[config.mk]
export PLATFORM = sky130hd
export DESIGN_NAME = scan_seq
export DESIGN_NICKNAME = d
export VERILOG_FILES = /design/src/hw/scan_seq_pkg.sv /design/src/hw/scan_seq.sv
export VERILOG_INCLUDE_DIRS = /design/src /design/src/hw
export SDC_FILE = /design/constraint.sdc
export NUM_CORES = 1
export LEC_CHECK = 0
export ABC_AREA = 1
export BUFFER_PORTS_ARGS = -buffer_cell sky130_fd_sc_hd__buf_2
export CAP_MARGIN = 20
export CORE_MARGIN = 2
export CORE_UTILIZATION = 60
export CTS_CLUSTER_DIAMETER = 50
export CTS_CLUSTER_SIZE = 28
export DETAILED_ROUTE_END_ITERATION = 16
export HOLD_SLACK_MARGIN = 0.05
export PLACE_DENSITY = 0.87
export SYNTH_ARGS = -nofsm -noshare
export SYNTH_HDL_FRONTEND = slang
export SYNTH_SLANG_ARGS = --single-unit
[constraint.sdc]
create_clock -name clk -period 4.5 [get_ports clk]
set_input_delay 0.9 -clock clk [delete_from_list [all_inputs] [get_ports clk]]
set_output_delay 0.9 -clock clk [all_outputs]
set_load 0.01 [all_outputs]
[src/hw/scan_seq_defines.svh]
/*
 Widths, count limits, reset values, addresses and control bits for the triggered scan sequencer.
 Assumes inclusion by bare name from the package; the design file uses it without an include.
*/
`ifndef SCAN_SEQ_DEFINES_SVH
`define SCAN_SEQ_DEFINES_SVH
`define CH_W            6
`define CNT_W           16
`define MON_CNT_MIN     16'h0002
`define MON_CNT_MAX     16'hd6d8
`define MON_CNT_RST     16'h0002
`define LIST_LEN_RST    6'h01
`define READ_CNT_RST    16'h0001
`define ADDR_CTRL       12'h000
`define ADDR_LIST       12'h004
`define ADDR_COUNT      12'h008
`define ADDR_MONCNT     12'h00c
`define ADDR_STATUS     12'h010
`define CTRL_STEP_REQ   0
`define CTRL_LIST_REQ   1
`define CTRL_HALT       2
`define CTRL_EXT_TOG    3
`define CTRL_MON_TOG    4
`define CTRL_IMM        5
`define CTRL_SRC_LO     8
`define CTRL_LIMIT_EN   12
`define CTRL_MON_CH_LO  16
`endif

[src/hw/scan_seq_pkg.sv]
/*
 Types for the triggered scan sequencer.
 Assumes the defines header is on the include path.
*/
`include "scan_seq_defines.svh"
package scan_seq_pkg;
	// Gray along off -> armed -> measuring -> idle
	typedef enum logic [1:0] {
		ST_OFF  = 2'b00,
		ST_ARM  = 2'b01,
		ST_MEAS = 2'b11,
		ST_IDLE = 2'b10
	} seq_state_t;

	typedef struct packed {
		logic low_one;
		logic high_one;
		logic low_two;
		logic high_two;
	} thresh_t;

	typedef struct packed {
		seq_state_t         state;
		logic               list_mode;      // 1 whole-list, 0 stepping
		logic               ext_mode;
		logic               mon_on;
		logic               imm_start;
		thresh_t            src_en;
		logic               limit_en;
		logic [`CH_W-1:0]   mon_ch;
		logic [`CH_W-1:0]   list_len;
		logic [`CNT_W-1:0]  read_cnt;
		logic [`CNT_W-1:0]  mon_cnt;
		logic [`CH_W-1:0]   ch;
		logic [`CNT_W-1:0]  done_cnt;
		logic               trig_s1;
		logic               trig_s2;
		logic               trig_s3;
		logic               meas_strobe;
		logic               blank;
		logic [31:0]        prdata;
		logic               pready;
		logic [`CNT_W-1:0]  held_reading;
		logic               hold_valid;
		logic [`CNT_W-1:0]  disp;
	} seq_regs_t;
endpackage : scan_seq_pkg

[src/hw/scan_seq.sv]
/*
 Triggered scan sequencer: stepping and whole-list scans started by front-panel
 or external triggers, or by threshold events on a monitor channel.
 Assumes an APB master, a measurement engine that returns meas_done after each
 meas_strobe, and threshold flags already computed for the monitor channel.
*/
`timescale 1ns/100ps
`default_nettype none
// Notes on behaviour
// [RULE_01] Enabling stepping closes the first list channel before any trigger.
// [RULE_02] Each stepping trigger measures once, then moves to the next channel.
// [RULE_03] After the last entry is measured the first channel closes again.
// [RULE_04] Reading count sets measurements; list wraps when count exceeds length.
// [RULE_05] Counted sequence done: stay enabled, idle until step request or trigger.
// [RULE_06] Whole-list enable closes first channel; each trigger runs one full pass.
// [RULE_07] Reading count sets passes, each needs its trigger; first channel recloses.
// [RULE_08] After final pass stay enabled idle until list request or trigger.
// [RULE_09] Entering external-trigger mode lights trigger indicator and blanks display.
// [RULE_10] Halt disables the scan; external mode leaves only by its own toggle.
// [RULE_11] Any enabled threshold event on the monitor channel starts a scan.
// [RULE_12] Over-range counts as positive for threshold evaluation.
// [RULE_13] Monitor scans use the most recently enabled scan mode.
// [RULE_14] Immediate option and four source enables held; immediate blocks thresholds.
// [RULE_15] Limit checking enabled lights both high and low limit indicators.
// [RULE_16] Visiting the monitor channel shows the reading that caused the trigger.
// [RULE_17] Threshold still present at scan end retriggers at once.
// [RULE_18] Manual step or list request also starts a scan in monitor mode.
// [RULE_19] Monitor toggle off stops monitor scans and indicator; limits stay separate.
// [RULE_20] Host sets the monitor channel count with its dedicated command.
// [RULE_21] Monitor channel count accepted only from 2 to 55000.
// [RULE_22] External trigger synchronised and edge-detected to one event.
module scan_seq
	import scan_seq_pkg::*;
(
	input  wire logic               clk,
	input  wire logic               rst_n,
	input  wire logic               psel,
	input  wire logic               penable,
	input  wire logic               pwrite,
	input  wire logic [11:0]        paddr,
	input  wire logic [31:0]        pwdata,
	output logic [31:0]             prdata,
	output logic                    pready,
	output logic                    pslverr,
	input  wire logic               trig_key,
	input  wire logic               ext_trig_in,
	input  wire logic               meas_done,
	input  wire logic [`CNT_W-1:0]  meas_reading,
	input  wire logic               reading_sign_neg,
	input  wire logic               over_range_indication,
	input  wire thresh_t            thresh_hit,
	output logic                    meas_strobe,
	output logic [`CH_W-1:0]        closed_ch,
	output logic                    channel_closed,
	output logic                    step_indicator,
	output logic                    list_indicator,
	output logic                    trig_indicator,
	output logic                    display_blank,
	output logic                    monitor_indicator,
	output logic                    high_limit_indicator,
	output logic                    low_limit_indicator,
	output logic [`CNT_W-1:0]       display_value
);
	seq_regs_t r_ff;
	seq_regs_t nxt_r;

	// Any enabled threshold event
	function automatic logic any_event(input thresh_t hit, input thresh_t en);
		any_event = |(hit & en);
	endfunction : any_event

	logic wr_acc;
	logic trig_evt;
	logic mon_evt;
	logic at_last;
	thresh_t hit_eff;
	assign wr_acc = psel & penable & pwrite;
	assign at_last = (r_ff.ch == r_ff.list_len - 6'h01);

	always_comb begin
		// [RULE_12] Over-range taken as positive
		hit_eff = thresh_hit;
		if (over_range_indication) begin
			hit_eff.low_one = 1'b0;
			hit_eff.low_two = 1'b0;
		end
	end

	// Next-state of the whole block
	always_comb begin
		nxt_r = r_ff;
		nxt_r.pready = 1'b0;
		nxt_r.meas_strobe = 1'b0;
		// [RULE_22] Two-stage sync, edge on third
		nxt_r.trig_s1 = ext_trig_in;
		nxt_r.trig_s2 = r_ff.trig_s1;
		nxt_r.trig_s3 = r_ff.trig_s2;
		trig_evt = (r_ff.trig_s2 & ~r_ff.trig_s3) | trig_key;
		// [RULE_11] Enabled event, [RULE_14] immediate blocks it, [RULE_19] needs monitor on
		mon_evt = r_ff.mon_on & ~r_ff.imm_start & any_event(hit_eff, r_ff.src_en)
			& (r_ff.state == ST_IDLE || r_ff.state == ST_ARM);

		// APB registers
		if (psel & ~penable)
			nxt_r.pready = 1'b1;
		// Read data loaded in setup so it stands with pready
		if (psel & ~penable & ~pwrite) begin
			case (paddr)
			`ADDR_CTRL:   nxt_r.prdata = {10'h000, r_ff.mon_ch, 3'h0, r_ff.limit_en, r_ff.src_en,
					2'h0, r_ff.imm_start, r_ff.mon_on, r_ff.ext_mode, 3'h0};
			`ADDR_LIST:   nxt_r.prdata = {26'h0000000, r_ff.list_len};
			`ADDR_COUNT:  nxt_r.prdata = {16'h0000, r_ff.read_cnt};
			`ADDR_MONCNT: nxt_r.prdata = {16'h0000, r_ff.mon_cnt};
			`ADDR_STATUS: nxt_r.prdata = {7'h00, r_ff.done_cnt, r_ff.ch, r_ff.list_mode, r_ff.state};
			default:      nxt_r.prdata = 32'h00000000;
			endcase
		end
		if (wr_acc & r_ff.pready) begin
			nxt_r.pready = 1'b0;
			case (paddr)
			`ADDR_CTRL: begin
				nxt_r.imm_start = pwdata[`CTRL_IMM];
				nxt_r.src_en = pwdata[`CTRL_SRC_LO+3:`CTRL_SRC_LO];
				nxt_r.limit_en = pwdata[`CTRL_LIMIT_EN];
				nxt_r.mon_ch = pwdata[`CTRL_MON_CH_LO+5:`CTRL_MON_CH_LO];
				// [RULE_09] Entering external mode blanks display
				if (pwdata[`CTRL_EXT_TOG]) begin
					nxt_r.ext_mode = ~r_ff.ext_mode;
					nxt_r.blank = ~r_ff.ext_mode;
				end
				// [RULE_19] Monitor toggle
				if (pwdata[`CTRL_MON_TOG])
					nxt_r.mon_on = ~r_ff.mon_on;
				// [RULE_10] Halt disables scan only
				if (pwdata[`CTRL_HALT]) begin
					nxt_r.state = ST_OFF;
				end else if (pwdata[`CTRL_STEP_REQ] | pwdata[`CTRL_LIST_REQ]) begin
					// [RULE_13] Latest request sets the mode
					nxt_r.list_mode = pwdata[`CTRL_LIST_REQ];
					if (r_ff.state == ST_OFF) begin
						// [RULE_01] First channel closes on enable
						nxt_r.ch = '0;
						nxt_r.done_cnt = '0;
						nxt_r.state = (r_ff.ext_mode ? ST_ARM : ST_MEAS);
					end else if (r_ff.state == ST_IDLE || r_ff.state == ST_ARM) begin
						// [RULE_05] Request leaves idle, [RULE_18] also in monitor
						nxt_r.done_cnt = (r_ff.state == ST_IDLE) ? '0 : r_ff.done_cnt;
						nxt_r.state = ST_MEAS;
						nxt_r.meas_strobe = 1'b1;
					end
				end
			end
			`ADDR_LIST:  if (pwdata[5:0] != 6'h00) nxt_r.list_len = pwdata[5:0];
			`ADDR_COUNT: if (pwdata[15:0] != 16'h0000) nxt_r.read_cnt = pwdata[15:0];
			// [RULE_21] Range check on monitor count
			`ADDR_MONCNT: if (pwdata[31:16] == 16'h0000 && pwdata[15:0] >= `MON_CNT_MIN
					&& pwdata[15:0] <= `MON_CNT_MAX) nxt_r.mon_cnt = pwdata[15:0];
			default: ;
			endcase
		end

		// Sequencer
		case (r_ff.state)
		ST_OFF: ;
		ST_ARM, ST_IDLE: begin
			// [RULE_05] [RULE_08] Trigger or monitor event leaves idle
			if (trig_evt | mon_evt) begin
				if (r_ff.state == ST_IDLE)
					nxt_r.done_cnt = '0;
				if (mon_evt) begin
					nxt_r.held_reading = meas_reading;
					nxt_r.hold_valid = 1'b1;
				end
				nxt_r.blank = 1'b0;
				nxt_r.state = ST_MEAS;
				nxt_r.meas_strobe = 1'b1;
			end
		end
		ST_MEAS: begin
			if (r_ff.meas_strobe == 1'b0 && meas_done) begin
				// [RULE_02] Open and close next; [RULE_03] wrap to first
				nxt_r.ch = at_last ? '0 : r_ff.ch + 6'h01;
				if (!r_ff.list_mode || at_last) begin
					// [RULE_04] [RULE_07] Count measurements or passes
					nxt_r.done_cnt = r_ff.done_cnt + 16'h0001;
					if (r_ff.done_cnt + 16'h0001 >= r_ff.read_cnt) begin
						nxt_r.state = ST_IDLE;
						nxt_r.hold_valid = 1'b0;
						// [RULE_17] Event persists: go again
						if (r_ff.mon_on & ~r_ff.imm_start & any_event(hit_eff, r_ff.src_en)) begin
							// New scan holds its own triggering reading
							nxt_r.held_reading = meas_reading;
							nxt_r.hold_valid = 1'b1;
							nxt_r.done_cnt = '0;
							nxt_r.state = ST_MEAS;
							nxt_r.meas_strobe = 1'b1;
						end
					end else
						nxt_r.state = ST_ARM;
				end else
					// [RULE_06] Whole pass runs without further triggers
					nxt_r.meas_strobe = 1'b1;
			end
		end
		default: nxt_r.state = ST_OFF;
		endcase

		// [RULE_16] Registered display: held reading on monitor channel
		// One cycle behind the engine, so the port comes from a flip-flop
		if (r_ff.hold_valid && r_ff.ch == r_ff.mon_ch)
			nxt_r.disp = r_ff.held_reading;
		else
			nxt_r.disp = meas_reading;
	end

	// State register
	always_ff @(posedge clk) begin
		if (!rst_n) begin
			r_ff <= '0;
			r_ff.list_len <= `LIST_LEN_RST;
			r_ff.read_cnt <= `READ_CNT_RST;
			r_ff.mon_cnt <= `MON_CNT_RST;
		end else begin
			r_ff <= nxt_r;
		end
	end

	// Ports from flip-flops; pslverr tied low, enable and mode lamps decoded from state
	assign prdata = r_ff.prdata;
	assign pready = r_ff.pready;
	assign pslverr = 1'b0;
	assign meas_strobe = r_ff.meas_strobe;
	assign closed_ch = r_ff.ch;
	assign channel_closed = (r_ff.state != ST_OFF);
	assign step_indicator = r_ff.state[0] | r_ff.state[1] ? ~r_ff.list_mode : 1'b0;
	assign list_indicator = r_ff.state[0] | r_ff.state[1] ? r_ff.list_mode : 1'b0;
	// [RULE_09] Trigger indicator follows mode
	assign trig_indicator = r_ff.ext_mode;
	assign display_blank = r_ff.blank;
	assign monitor_indicator = r_ff.mon_on;
	// [RULE_15] Both limit lamps
	assign high_limit_indicator = r_ff.limit_en;
	assign low_limit_indicator = r_ff.limit_en;
	// [RULE_16] Triggering reading on monitor channel
	assign display_value = r_ff.disp;
endmodule : scan_seq
`default_nettype wire

== Word level (Yosys, flattened, before mapping) ==
Cells that the tools add are included.
Operators by class
  $lt $le $gt $ge: 3
  eq/ne operators: 15
  reduce and logical (&&, ||, !) cells: 26
  add/sub/neg operators: 3
  bitwise gates (word level): 24
  multiplexer cells: 66
Operators with widths (count)
  two-way mux 16 bit: 13
  one-hot mux 25 bit (5 select lines): 1
  two-way mux 17 bit: 7
  two-way mux 22 bit: 4
  two-way mux 77 bit: 1
  one-hot mux 17 bit (2 select lines): 1
  one-hot mux 16 bit (2 select lines): 1
  two-way mux 6 bit: 5
  == test 12 x 4 -> 1 bit (second input constant): 2
  two-way mux 2 bit: 11
  two-way mux 1 bit: 19
  adder 16 x 1 -> 16 bit (second input constant): 1
  >= comparator 16 bit: 1
  >= comparator 16 x 2 -> 1 bit (second input constant): 1
  less-or-equal comparator 16 bit (second input constant): 1
  logical NOT 16 bit: 1
  nonzero test 16 bit: 1
  AND reduction 3 bit: 5
  == test 12 x 3 -> 1 bit (second input constant): 1
  == test 12 x 5 -> 1 bit (second input constant): 1
  == test 6 bit: 2
  logical NOT 12 bit: 1
  inequality test 2 bit (second input constant): 6
  NOT 1 bit: 10
  other kinds (22): 40
Storage, ports and cells
  flip-flop bits (word level): 148
  output and inout port bits: 65
  input port bits: 74

== Longest topological paths before layout ==
  depth after elaboration: 13
  depth in mapped cells: 22
  depth with buffers taken out: 21

== Worst setup path before layout ==
No wires, ideal clock.
  kind: flip-flop to flip-flop
  start: register r_ff[73] (netlist name)
  end: register r_ff[24] (netlist name)
  required time: 4.384 ns
  stages on the path, launching flop included: 19
  path slack: 1.642 ns
  arrival: 2.742 ns
  buffers on the path: 1
  cells stage by stage: dfxtp_1 > inv_1 > nor3_1 > nand2_1 > nor3_1 > xor2_1 > inv_1 > ha_1 > nand2_1 > o21bai_1 > a21oi_1 > nor2_1 > nand2_1 > nand2_1 > o22ai_2 > nand2_4 > buf_6 > o21ai_0 > nor2_1
Between the ends
  cells in the longest elaborated chain, start to end: 4
RTL lines
  start, declared: line scan_seq.sv:64  | seq_regs_t r_ff;
  start signal, assigned: line scan_seq.sv:224  | r_ff <= nxt_r;
  adder 16 x 1 -> 16 bit: line scan_seq.sv:186  | if (r_ff.done_cnt + 16'h0001 >= r_ff.read_cnt) begin
  >= comparator 16 bit: line scan_seq.sv:186
  inequality test 2 bit (no line)
  AND reduction 7 bit (no line)
Every way passes these cells.
A chain may end at the register's enable or synchronous reset.

== Final worst setup path ==
  start: register r_ff[73] (netlist name)
  end: register r_ff[84] (netlist name)
Between the ends
  cells in the longest elaborated chain, start to end: 6
  elaborated cells on any way between the ends: 7
RTL lines
  adder 16 x 1 -> 16 bit (*): line scan_seq.sv:185, scan_seq.sv:186
  >= comparator 16 bit / two-way mux 16 bit (equally long branches): line scan_seq.sv:186, scan_seq.sv:190
  two-way mux 16 bit (*): line scan_seq.sv:186
  two-way mux 16 bit (*): line scan_seq.sv:183  | if (!r_ff.list_mode || at_last) begin
  two-way mux 22 bit (*): line scan_seq.sv:180  | if (r_ff.meas_strobe == 1'b0 && meas_done) begin
  one-hot mux 16 bit (2 select lines) (*): line scan_seq.sv:163  | case (r_ff.state)
Every way passes the cells marked *; elsewhere a longest branch is shown, timed or not.

==> flow_metrics.tcl <==
set metrics [dict create \
    first_pass_iters 7 \
    worstPathCellList "inv_1, nor3_1, nand2_1, nor3_1, nand2_1, xor2_1, ha_1, a21oi_1, o21ai_0, nor2_1, nand2_1, nand2_1, nand2_2, nor2_2, nand2_1, a21oi_1" \
    synth_common_cells "185 x nand2_1, 141 x dfxtp_1, 131 x nor2_1, 122 x inv_1, 106 x o21ai_0" \
    place_congestion 0.9215 \
    wl_per_cell_um 15.54 \
    startpoint_type "flip-flop" \
    grt_pass1_wl_mm 33.11 \
    tightest_slew_ns 1.121 \
    total_power_mw 2.748 \
    worstPathMaxFanout 11 \
    clk_latency_ns 0.43 \
    placed_cell_area_sq_um 7958 \
    num_rows 41 \
    max_cap_violations 0 \
    p_seq_share_pct 45.9 \
    root_buffer "clkbuf_16" \
    power.switching_mw 0.6634 \
    switching_share_pct 24.14 \
    ir_worst_vdd_mv 0.2947 \
    yosys.area_share.xor_xnor_pct 1.833 \
    skew_ns 0.007490 \
    async_reset_ff_share_pct 0 \
    clk_path_buf_depth 2 \
    post_cts_buffers 0 \
    core_region_area_sq_um 12520 \
    antenna_found_initial 0 \
    synth_fa_ha_area_share_pct 3.601 \
    max_slew_margin_pct 25.20 \
    utilization_pct 68.04 \
    synth_top_cell_by_area "dfxtp_1" \
    numCtsBuffers 17 \
    synth-edff-count 0 \
    avgSynthCellArea_sq_um 7.020 \
    grt_pass1_vias 7033 \
    cts_resized 0 \
    cts_tree "done" \
    drive_above_1_share_pct 17.78 \
    intPower_mw 2.085 \
    fin_setup_tns_ns 0 \
    drv_slew 0 \
    area_growth_pct 11.41 \
    yosys.area.top_type_share_pct 36.92 \
    fmax_mhz 271.8 \
    overflow 0 \
    vias 7534 \
    start_util_pct 61.08 \
    required_ns 4.85 \
    power_density_nw_per_um2 322.6 \
    synth-compound-area-share_pct 17.61 \
    dieArea_sq_um 13660 \
    yosysMostFrequentCell "nand2_1" \
    numPortBuffers 129 \
    end_kind "flip-flop" \
    place_hpwl_mm 14.94 \
    cellLeakagePower_nw 3.712 \
    period_needed_ns 3.679 \
    final_cell_count_no_fill 1342 \
    synth_top_family_by_area "simple AND/OR/NAND/NOR gates" \
    ios 139 \
    drt-total-wl_mm 20.86 \
    synth_ff_type "dfxtp_1" \
    crit_slowest_cell "nor3_1" \
    crit_arrival_ns 4.03 \
    design_area_sq_um 8517 \
    postRouteAntennaNets 0 \
    p_comb_share_pct 5.1 \
    min_path_type "flip-flop to flip-flop" \
    numClockSinks 141 \
    track_usage_pct 31.30 \
    cts_htree_levels 4 \
    crit_family "simple AND/OR/NAND/NOR gates" \
    crit_top_cell "nand2_1" \
    antenna_cells 0 \
    syn_inst 1089 \
    finalCritPeriodShare_pct 81.76 \
    die_y_um 116.9 \
    syn-cell-area_sq_um 7645 \
    dieWidth_um 116.9 \
    post-route-worst-setup-slack_ns 0.8208 \
    dr.first_iter.drc_count 893 \
    finalSetupViolations 0 \
    synthSimpleGateAreaFrac_pct 25.24 \
    muxShareOfSynthArea_pct 0 \
    pwr-share-clk_pct 48.9 \
    drt-vias-per-instance 5.614 \
    grt_max_degree 95 \
    nets 1253 \
    status "finished clean" \
    drc 0 \
    synth_seq_cells 141 \
    dp_cells 1310 \
    ys_types 46 \
    path_buf_inv 1 \
    ys_seq_area_share_pct 36.92 \
    cpPeakStageDelay_ns 0.50 \
    whs_ns 0.4370 \
    synth_area_leaders "dfxtp_1 37%, nand2_1 9.1%, o21ai_0 6.9%, nor2_1 6.4%, a21oi_1 6.4%" \
    ys_warn_count 0 \
    hold_viol_final 0 \
    rsz0062_at_grt "false" \
    worstSetupPathType "flip-flop to flip-flop" \
    clk_pin_slew_ns 0.06 \
    cts-hold-fix-buffers 0 \
    preCtsSetupSlack_ns 1.055 \
]
## layout make-up
class | instances | area (sq um)
inverter | 136 | 515.5
clock buffer | 20 | 446.7
tap | 172 | 215.2
fill | 1093 | 4000
timing repair buffer | 134 | 683.2
multi-input combinational | 727 | 3721
clock inverter | 12 | 112.6
sequential | 141 | 2823
## registers in the layout, summed over array words and instances, names as in the netlist
name / flops
closed_ch: 6
display_blank: 1
display_value: 16
high_limit_indicator: 1
meas_strobe: 1
monitor_indicator: 1
nxt_r: 2
prdata: 25
pready: 1
r_ff: 86
trig_indicator: 1
## placed cells by master (no fill, tap or decap), types with 11 or more instances in the layout
cell / netlist / layout
nand4_1: 16 / 16
a21oi_1: 98 / 98
xor2_1: 13 / 13
o22ai_1: 22 / 22
dfxtp_1: 141 / 141
inv_1: 122 / 122
inv_2: 13 / 13
ha_1: 22 / 22
nand2_1: 185 / 185
clkbuf_16: 0 / 17
o21ai_0: 106 / 106
nor4_1: 11 / 11
nor2_1: 131 / 131
buf_2: 7 / 129
nand3_1: 50 / 50
## power by group through the flow
stage | combinational [mW] | sequential [mW] | clock, mW
2_1_floorplan | 0.0836 | 1.29 | 0
3_3_place_gp | 0.134 | 1.29 | 0
3_5_place_dp | 0.137 | 1.29 | 0
4_1_cts | 0.138 | 1.26 | 1.35
5_1_grt | 0.155 | 1.26 | 1.40
6_report | 0.141 | 1.26 | 1.34
## layer usage
| layer | wire length, um | GRT usage (%) | vias to the layer above | share of wire (%) |
|---|---|---|---|---|
| met5 | 0 | 0 | - | 0 |
| met1 | 8266 | 37.38 | 3413 | 40 |
| met2 | 9741 | 52.29 | 398 | 47 |
| met4 | 814 | 14.35 | 0 | 3.9 |
| li1 | - | - | 3637 | - |
| met3 | 2034 | 9.011 | 86 | 9.8 |
## path summary, 6_finish.rpt
| kind | from | to | slack [ns] | cells after the start |
|---|---|---|---|---|
| worst min register to register | nxt_r[68]$_SDFF_PN0_ | r_ff[68]$_SDFF_PN0_ | 0.44 | 2 |
| worst min-delay path | nxt_r[68]$_SDFF_PN0_ | r_ff[68]$_SDFF_PN0_ | 0.44 | 2 |
| worst max register to register | r_ff[73]$_SDFF_PN0_ | r_ff[84]$_SDFF_PN0_ | 0.82 | 16 |
| worst max-delay path | r_ff[73]$_SDFF_PN0_ | r_ff[84]$_SDFF_PN0_ | 0.82 | 16 |
## worst min-delay path, cell delays in order (launching register included)
cell and delay [ns]:
dfxtp_1 0.31, nand2_1 0.05, inv_1 0.03
## logic make-up after synthesis
family | count (synthesis)
other | 1
AOI/OAI and AO/OA | 250
and+or+nand+nor | 431
adders and majority gates | 22
DFF | 141
buffers and inverters | 228
xor gates and xnor gates | 16
Note: power is estimated with default switching activity, not from simulation.
